## src/common/gsr_pkg.sv

```systemverilog
// package: record layout, register map and types of the status record block
package gsr_pkg;
    // record columns (1-based as printed)
    localparam int COL_ROLE   = 1;
    localparam int COL_ADDR   = 3;
    localparam int COL_CHG    = 6;
    localparam int COL_STATE  = 9;
    localparam int COL_SRQ    = 11;
    localparam int COL_ERR    = 14;
    localparam int COL_TRIG   = 18;
    localparam int COL_CLR    = 21;
    localparam int COL_XFER   = 24;
    localparam int COL_MSG    = 27;
    localparam int MSG_LEN    = 45;
    localparam int REC_LEN    = 75;
    localparam int ADDR_MAX   = 30;

    // register offsets
    localparam logic [7:0] REG_CTRL    = 8'h00;
    localparam logic [7:0] REG_ERR     = 8'h01;
    localparam logic [7:0] REG_CMD     = 8'h02;
    localparam logic [7:0] REG_MSGWR   = 8'h03;
    localparam logic [7:0] REG_IRQST   = 8'h04;
    localparam logic [7:0] REG_IRQCLR  = 8'h05;
    localparam logic [7:0] REG_IRQEN   = 8'h06;
    localparam logic [7:0] REG_RECBASE = 8'h80;

    // control register fields
    localparam int CTRL_ROLE_BIT  = 0;
    localparam int CTRL_ADDR_LSB  = 8;
    localparam int CTRL_XFER_LSB  = 16;
    // command register bits (write one to act)
    localparam int CMD_SVCREQ = 0;
    localparam int CMD_SPOLL  = 1;
    localparam int CMD_RSTTC  = 2;
    // interrupt bits
    localparam int IRQ_CHG  = 0;
    localparam int IRQ_SRQ  = 1;
    localparam int IRQ_TRIG = 2;
    localparam int IRQ_CLR  = 3;

    localparam logic [31:0] CTRL_RESET = 32'h0000_0000;
    localparam logic [7:0]  ERR_RESET  = 8'h00;

    localparam logic [7:0] CH_SPACE = 8'h20;
    localparam logic [7:0] CH_ZERO  = 8'h30;

    typedef enum logic [1:0] {GSR_IDLE, GSR_TALK, GSR_LISTEN} gsr_addr_state_t;
    typedef enum logic [1:0] {GSR_XNONE, GSR_XCONT, GSR_XAUTO} gsr_xfer_t;

    typedef struct packed {
        logic       trigCmd;
        logic       clearCmd;
        logic       srqLine;
        logic       talkAddr;
        logic       listenAddr;
        logic       polledByCtrl;
    } gsr_bus_ev_t;

    typedef struct packed {
        logic [7:0]  addr;
        logic [31:0] wdata;
        logic        wr;
        logic        rd;
    } gsr_reg_req_t;
endpackage

```

## src/hdl/gsr_status_record.sv

```systemverilog
// status record builder for an instrument bus interface board
//
// Added by the designer: the register addresses and the plain strobed port.
module gsr_status_record
    import gsr_pkg::*;
(
    input  wire logic         clk,
    input  wire logic         resetn,
    input  wire gsr_reg_req_t req,
    input  wire gsr_bus_ev_t  busEv,
    output logic [31:0]       rdata,
    output logic              irq
);
    // pins from the bus pass two flops
    typedef struct packed {
        gsr_bus_ev_t         s1;
        gsr_bus_ev_t         s2;
        gsr_bus_ev_t         s3;
        logic                role;
        logic [4:0]          myAddr;
        gsr_xfer_t           xfer;
        logic [6:0]          errCode;
        gsr_addr_state_t     aState;
        logic                ctrlRole;
        logic                chg;
        logic                srqFlag;
        logic                trig;
        logic                clr;
        logic [3:0]          irqSt;
        logic [3:0]          irqEn;
        logic [MSG_LEN-1:0][7:0] msg;
        logic [31:0]         rdata;
        logic                irq;
    } gsr_state_t;

    gsr_state_t q, d;

    function automatic logic [15:0] twoDigits(input logic [6:0] v);
        logic [6:0] t;
        logic [6:0] o;
        t = v / 7'd10;
        o = v % 7'd10;
        return {CH_ZERO + {1'b0, t}, CH_ZERO + {1'b0, o}};
    endfunction

    function automatic logic [7:0] recChar(input gsr_state_t s, input int col);
        logic [15:0] ad;
        logic [15:0] ec;
        logic [7:0]  c;
        ad = twoDigits({2'b00, s.myAddr});
        ec = twoDigits(s.errCode);
        c  = CH_SPACE;
        if (col == COL_ROLE) c = s.role ? "C" : "P";
        else if (col == COL_ADDR) c = ad[15:8];
        else if (col == COL_ADDR + 1) c = ad[7:0];
        else if (col == COL_CHG) c = "G";
        else if (col == COL_CHG + 1) c = s.chg ? "1" : "0";
        else if (col == COL_STATE) begin
            unique case (s.aState)
                GSR_TALK:   c = "T";
                GSR_LISTEN: c = "L";
                default:    c = "I";
            endcase
        end
        else if (col == COL_SRQ) c = "S";
        else if (col == COL_SRQ + 1) c = s.srqFlag ? "1" : "0";
        else if (col == COL_ERR) c = "E";
        else if (col == COL_ERR + 1) c = ec[15:8];
        else if (col == COL_ERR + 2) c = ec[7:0];
        else if (col == COL_TRIG) c = "T";
        else if (col == COL_TRIG + 1) c = s.trig ? "1" : "0";
        else if (col == COL_CLR) c = "C";
        else if (col == COL_CLR + 1) c = s.clr ? "1" : "0";
        else if (col == COL_XFER) c = "P";
        else if (col == COL_XFER + 1) begin
            unique case (s.xfer)
                GSR_XCONT: c = "1";
                GSR_XAUTO: c = "2";
                default:   c = "0";
            endcase
        end
        else if (col >= COL_MSG && col < COL_MSG + MSG_LEN)
            c = s.msg[col - COL_MSG];
        else if (col > REC_LEN) c = 8'h00;
        return c;
    endfunction

    logic [7:0]      nextCh;
    gsr_addr_state_t newState;
    logic            polled;
    logic            pollCall;
    logic            svcCall;
    logic            recRead;
    int              col;

    always_comb begin
        d = q;
        d.s1 = busEv;
        d.s2 = q.s1;
        d.s3 = q.s2;
        d.rdata = 32'h0000_0000;
        newState = q.s2.talkAddr ? GSR_TALK : (q.s2.listenAddr ? GSR_LISTEN : GSR_IDLE);
        polled   = q.s2.polledByCtrl && !q.s3.polledByCtrl;
        pollCall = req.wr && req.addr == REG_CMD && req.wdata[CMD_SPOLL];
        svcCall  = req.wr && req.addr == REG_CMD && req.wdata[CMD_SVCREQ];
        recRead  = req.rd && req.addr >= REG_RECBASE;
        col      = 0;
        nextCh   = CH_SPACE;

        // register writes
        if (req.wr) begin
            unique case (req.addr)
                REG_CTRL: begin
                    d.role = req.wdata[CTRL_ROLE_BIT];
                    // out-of-range address is clamped to the highest legal one
                    d.myAddr = (req.wdata[CTRL_ADDR_LSB +: 5] > 5'(ADDR_MAX)) ?
                               5'(ADDR_MAX) : req.wdata[CTRL_ADDR_LSB +: 5];
                    d.xfer = (req.wdata[CTRL_XFER_LSB +: 2] == 2'd3) ? GSR_XNONE :
                             gsr_xfer_t'(req.wdata[CTRL_XFER_LSB +: 2]);
                end
                REG_ERR: d.errCode = (req.wdata[6:0] > 7'd99) ? 7'd99 : req.wdata[6:0];
                REG_MSGWR: begin
                    if (req.wdata[15:8] < 8'(MSG_LEN))
                        d.msg[req.wdata[15:8]] = req.wdata[7:0];
                end
                REG_IRQEN: d.irqEn = req.wdata[3:0];
                default: ;
            endcase
        end

        // trigger and clear flags; reset command clears them unless frozen
        if (req.wr && req.addr == REG_CMD && req.wdata[CMD_RSTTC] && q.xfer != GSR_XCONT) begin
            d.trig = 1'b0;
            d.clr  = 1'b0;
        end
        if (q.xfer != GSR_XCONT) begin
            if (q.s2.trigCmd) d.trig = 1'b1;
            if (q.s2.clearCmd) d.clr = 1'b1;
        end

        // change flag: read clears, a new change in the same cycle wins
        if (recRead) d.chg = 1'b0;
        if (newState != q.aState || q.role != q.ctrlRole) d.chg = 1'b1;
        d.aState   = newState;
        d.ctrlRole = q.role;

        // service request flag
        if (q.role) begin
            // controller: follow rising SRQ, but a poll drops it even if SRQ stays
            if (q.s2.srqLine && !q.s3.srqLine) d.srqFlag = 1'b1;
            if (!q.s2.srqLine) d.srqFlag = 1'b0;
            if (pollCall) d.srqFlag = 1'b0;
        end else begin
            if (polled) d.srqFlag = 1'b0;
            if (svcCall) d.srqFlag = 1'b1;
        end

        // interrupt status: set wins over clear
        if (req.wr && req.addr == REG_IRQCLR) d.irqSt = q.irqSt & ~req.wdata[3:0];
        if (d.chg && !q.chg) d.irqSt[IRQ_CHG] = 1'b1;
        if (d.srqFlag && !q.srqFlag) d.irqSt[IRQ_SRQ] = 1'b1;
        if (d.trig && !q.trig) d.irqSt[IRQ_TRIG] = 1'b1;
        if (d.clr && !q.clr) d.irqSt[IRQ_CLR] = 1'b1;
        d.irq = |(d.irqSt & d.irqEn);

        // reads: record bytes at base + column - 1
        if (req.rd) begin
            if (recRead) begin
                col = int'(req.addr - REG_RECBASE) + 1;
                nextCh = recChar(q, col);
                d.rdata = {24'h00_0000, nextCh};
            end else begin
                unique case (req.addr)
                    REG_CTRL: d.rdata = {14'h0000, q.xfer, 3'b000, q.myAddr,
                                         7'h00, q.role};
                    REG_ERR:   d.rdata = {25'h000_0000, q.errCode};
                    REG_IRQST: d.rdata = {28'h000_0000, q.irqSt};
                    REG_IRQEN: d.rdata = {28'h000_0000, q.irqEn};
                    default:   d.rdata = 32'h0000_0000;
                endcase
            end
        end
    end

    always_ff @(posedge clk or negedge resetn) begin
        if (!resetn) begin
            q <= '0;
            q.role <= CTRL_RESET[CTRL_ROLE_BIT];
            q.errCode <= ERR_RESET[6:0];
            q.msg <= {MSG_LEN{CH_SPACE}};
        end else begin
            q <= d;
        end
    end

    assign rdata = q.rdata;
    assign irq   = q.irq;
endmodule

```

## config.mk

```make
export PLATFORM = sky130hd
export DESIGN_NAME = gsr_status_record
export DESIGN_NICKNAME = d
export VERILOG_FILES = /design/src/common/gsr_pkg.sv /design/src/hdl/gsr_status_record.sv
export SDC_FILE = /design/constraint.sdc
export NUM_CORES = 1
export LEC_CHECK = 0
export ABC_AREA = 1
export ABC_CLOCK_PERIOD_IN_PS = 3500
export BUFFER_PORTS_ARGS = -buffer_cell sky130_fd_sc_hd__buf_2
export CAP_MARGIN = 40
export CELL_PAD_IN_SITES_DETAIL_PLACEMENT = 2
export CELL_PAD_IN_SITES_GLOBAL_PLACEMENT = 2
export CORE_MARGIN = 2
export CORE_UTILIZATION = 37
export CTS_CLUSTER_SIZE = 10
export DETAILED_ROUTE_END_ITERATION = 7
export PLACE_DENSITY = 0.85
export SKIP_CTS_REPAIR_TIMING = 1
export SLEW_MARGIN = 25
export SYNTH_ARGS = -nofsm -noshare
export SYNTH_HDL_FRONTEND = slang
export SYNTH_SLANG_ARGS = --single-unit
export TNS_END_PERCENT = 20
```

## constraint.sdc

```tcl
create_clock -name clk -period 3.5 [get_ports clk]
set_input_delay 0 -clock clk [delete_from_list [all_inputs] [get_ports clk]]
set_output_delay 0 -clock clk [all_outputs]
set_load 0.02 [all_outputs]
```

; After elaboration in Yosys (flattened, before gate mapping)
; Index checks and enable logic that the tools add are counted.
[classes]
n_addsub = 7
multipliers = 0
n_div = 4
n_lt_le_gt_ge = 10
eq_ne = 31
shift = 0
muxes = 61
bitwise = 3
reduce_logical = 27
[op_table]
columns = cell, count
row1 = $mux 360, 2
row2 = $mux 364, 1
row3 = $bwmux 360, 1
row4 = $mux 8, 21
row5 = $pmux 18 s4, 1
row6 = $eq 10x6->1 const B, 7
row7 = $eq 10x5->1 const B, 5
row8 = $bmux 8 s6, 1
row9 = $demux 8 s6, 1
row10 = $mux 18, 2
row11 = $add 6x7->8 const A, 4
row12 = $eq 10x4->1 const B, 3
row13 = $eq 8x3->1 const B, 3
row14 = $mux 1, 18
row15 = $eq 8x2->1 const B, 2
row16 = $logic_and 1x1->1, 15
row17 = $lt 11x8->1 const B, 1
row18 = $sub 10x6->11 const B, 1
row19 = $add 9x2->10 const B, 1
row20 = $eq 10x2->1 const B, 1
row21 = $eq 10x3->1 const B, 1
row22 = $ge 10x6->1 const B, 1
row23 = $gt 10x8->1 const B, 1
row24 = $lt 10x8->1 const B, 1
row25 = other kinds (32), 48
[totals]
regBits = 437
latch_bits = 0
mem_bits_rw = 0
mem_bits_ro = 0
input_bits = 50
out_inout_bits = 33
word_cells = 216
n_memories = 0

; Depth between registers and ports, before layout
[depth]
ltp_word = 26
depth_mapped = 28
mapped_depth_nobuf = 27

; Worst setup path before layout
; OpenSTA, ideal clock, no wires.
[synth_path]
path_type = reg2reg
start = reg q[420] (netlist name)
end = reg q, in the netlist rdata[5]
setup_time_ns = 0.076
arrival_time_ns = 2.646
required_time_ns = 3.424
path_slack_ns = 0.778
stages_incl_launch_ff = 17
n_path_buf = 0
synth_period_minus_slack_ns = 2.722
path_cell_list = dfrtp_1 inv_1 nand2_1 ha_1 a31oi_1 nand2_1 nand2_1 inv_1 ha_1 or2_2 nand4_1 nand2_1 ha_1 or2_2 nand2_1 nand2_1 a21oi_2
[synth_lines]
columns = element, line_no
row1 = start: declaration, gsr_status_record.sv:36  ; gsr_state_t q, d;

==> results.yml <==
route:
  highest_layer: "met5"
  drt_wl_total_mm: 87.9
  drtAntennaViolNets: 0
  first_pass_iters: 5
  via_per_inst: 5.77
  met1_length_mm: 36.1
  met2_length_mm: 44.6
  met3_length_mm: 3.66
  via_count: 20100
  drc: 0
  wl_per_cell_um: 25.2
  drtIter0Drc: 1496
floorplanning:
  initial_core_util_pct: 37.4
  ios: 83
  die-area_sq_mm: 0.0589
  die_y_um: 243
  core_area_sq_mm: 0.0564
  fp-row-count: 87
  die_x_um: 243
worst_hold_path:
  hold_path.class: "in -> async"
yosys:
  yosysTopAreaCell: "dfrtp_1"
  synth_area_sq_mm: 0.0211
  ys_ff_latch: 420
  yosysTopAreaCellShare_pct: 44.5
  yosys.cell_types.count: 56
  synth_top_flop_cell: "dfrtp_1"
  ys_seq_area_share_pct: 50.1
  yosys-top-cells-area: "dfrtp_1 (44%), nand2_1 (15%), o21ai_0 (9.9%)"
  ys_async_sr_fraction_pct: 100
  synth_edf_count: 0
  synth_cells: 2682
  synth_area_per_cell_sq_um: 7.86
  synth_warnings: 0
finish:
  layout_commonest_cell: "nand2_1"
  fillerInstances: 6359
  final_layout_size_suffix_gt1_share_pct: 9.50
  synthToLayoutAreaGrowth_pct: 12.7
  final_nets: 2747
  final_cell_mix: "nand2_1 (838), o21ai_0 (419), dfrtp_1 (375)"
run_status:
  status: "complete, no violations"
setup_path:
  cp_data_required_time_ps: 3930
  arrival_ps: 3870
  worstSetupPathType: "in -> reg"
  worstSetupStartpointType: "primary input"
  critPathMaxFanout: 41
  cp-end-kind: "flop"
clock_tree:
  clock_sinks: 420
  clock_latency_ps: 630
  tritoncts: "done"
  clockRootBuffer: "clkbuf_16"
  clk_pin_slew_ps: 80
  clock_path_buffers: 3
  cts_buffers: 51
  cts-htree-levels: 2
sta:
  setup_viol: 0
  min_period_ps: 3440
  holdWs_ps: 45.1
  finClkSkew_ps: 34.5
  fmax_ghz: 0.290
  slew_headroom_pct: 22.7
  finalHoldViolations: 0
  min_period_over_period_pct: 98.4
  maxSlewViolCount: 0
  fin_setup_tns_ps: 0
  tightest_slew_ps: 1150
global_route:
  grt_max_degree: 121
  grt_use_total_pct: 28.4
  antenna_found_initial: 4
  overflow: 0
  grt_pass1_wl_mm: 132
  grt_pass1_vias: 22200
pwr:
  total_power_mw: 11.6
  leakagePower_nw: 10.6
  powerDensity_mw_per_mm2: 487
  irDropWorstVdd_v: 0.000443
flow_run:
  maxCapViolations: 0
place:
  gp_congestion: 0.824
  dp_hpwl_mm: 52.3
  port_buffers: 51
## through the flow
| step | area (sq um) | utilization, % | std cells | setup slack [ps] |
|---|---|---|---|---|
| 6_report | 23800 | 42.1 | 3483 | 57.0 |
| 5_1_grt | 23800 | 42.1 | 3482 | -111 |
| 4_1_cts | 23500 | 41.6 | 3451 | 145 |
| 3_5_place_dp | 21900 | 38.9 | 3357 | 179 |
| 3_3_place_gp | 21800 | 38.7 | 3354 | 411 |
| 2_1_floorplan | 21200 | - | 2699 | 778 |
## where the power goes
part / switching (mW) / internal (mW) / leakage (nW) / total, mW
Combinational: 1.14 / 0.370 / 4.39 / 1.51
Sequential: 0.0317 / 4.90 / 5.49 / 4.93
Clock: 2.23 / 2.90 / 0.741 / 5.13
## layout make-up
cell class | count | area, sq um | share of cell area (%)
clock inverter | 7 | 75.1 | 0.316
timing repair buffer | 123 | 1070 | 4.51
multi-input combinational | 1935 | 9060 | 38.1
antenna | 2 | 5.00 | 0.0211
tap | 756 | 946 | 3.98
inverter | 153 | 582 | 2.45
sequential | 420 | 10600 | 44.5
clock buffer | 87 | 1460 | 6.15
## critical path: stages
cell	delay, ps
dlygate4sd3_1	530
buf_2	180
nor4_1	430
inv_1	140
nor3_1	330
nand3_1	320
inv_1	200
buf_12	230
nand2_1	420
o21ai_0	1060
## kinds of logic (layout without fill, tap and decap cells)
kind of cell	count (synthesis)	after routing	share of synthesized area [%]
buf+inv	344	370	7.35
simple gates	1327	1327	26.4
compound gates	551	551	14.1
xor+xnor	7	7	0.380
flops	420	420	50.1
fa+ha+maj	13	13	0.771
mux	18	18	0.854
other cells	2	21	0.0356
## cell usage after synthesis, drive strengths merged (9+ instances only)
| master | number |
|---|---|
| nand2 | 855 |
| o21ai | 422 |
| dfrtp | 375 |
| nand3 | 236 |
| inv | 151 |
| nor2 | 149 |
| buf | 97 |
| clkbuf | 94 |
| nor3 | 65 |
| a21oi | 64 |
| dfstp | 45 |
| o211ai | 22 |
| mux2i | 18 |
| nand4 | 15 |
| ha | 13 |
| a32o | 11 |
| a31oi | 9 |
## routing by layer
metal / vias up / track usage (%)
met5: - / 0
met4: 2 / 10.5
met3: 202 / 3.87
met2: 571 / 50.5
met1: 10500 / 35.2
li1: 8781 / -
## worst paths after layout
kind | from | endpoint | slack [ps] | cells after the start
hold reg to reg | d[431]$_DFF_PN0_ | d[425]$_DFF_PN0_ | 350 | 0
setup / recovery | req[41] | flop | 60 | 10
min in group clk | busEv[5] | d[434]$_DFF_PN0_ | 50 | 2
max in group asynchronous | resetn | asynchronous set/reset pin | 2360 | 3
hold / removal | resetn | rdata[17]$_DFF_PN0_ | 50 | 2
setup reg to reg | q[420]$_DFFE_PN0P_ | rdata[5]$_DFF_PN0_ | 220 | 18
Power figures use the tool's default switching activity.
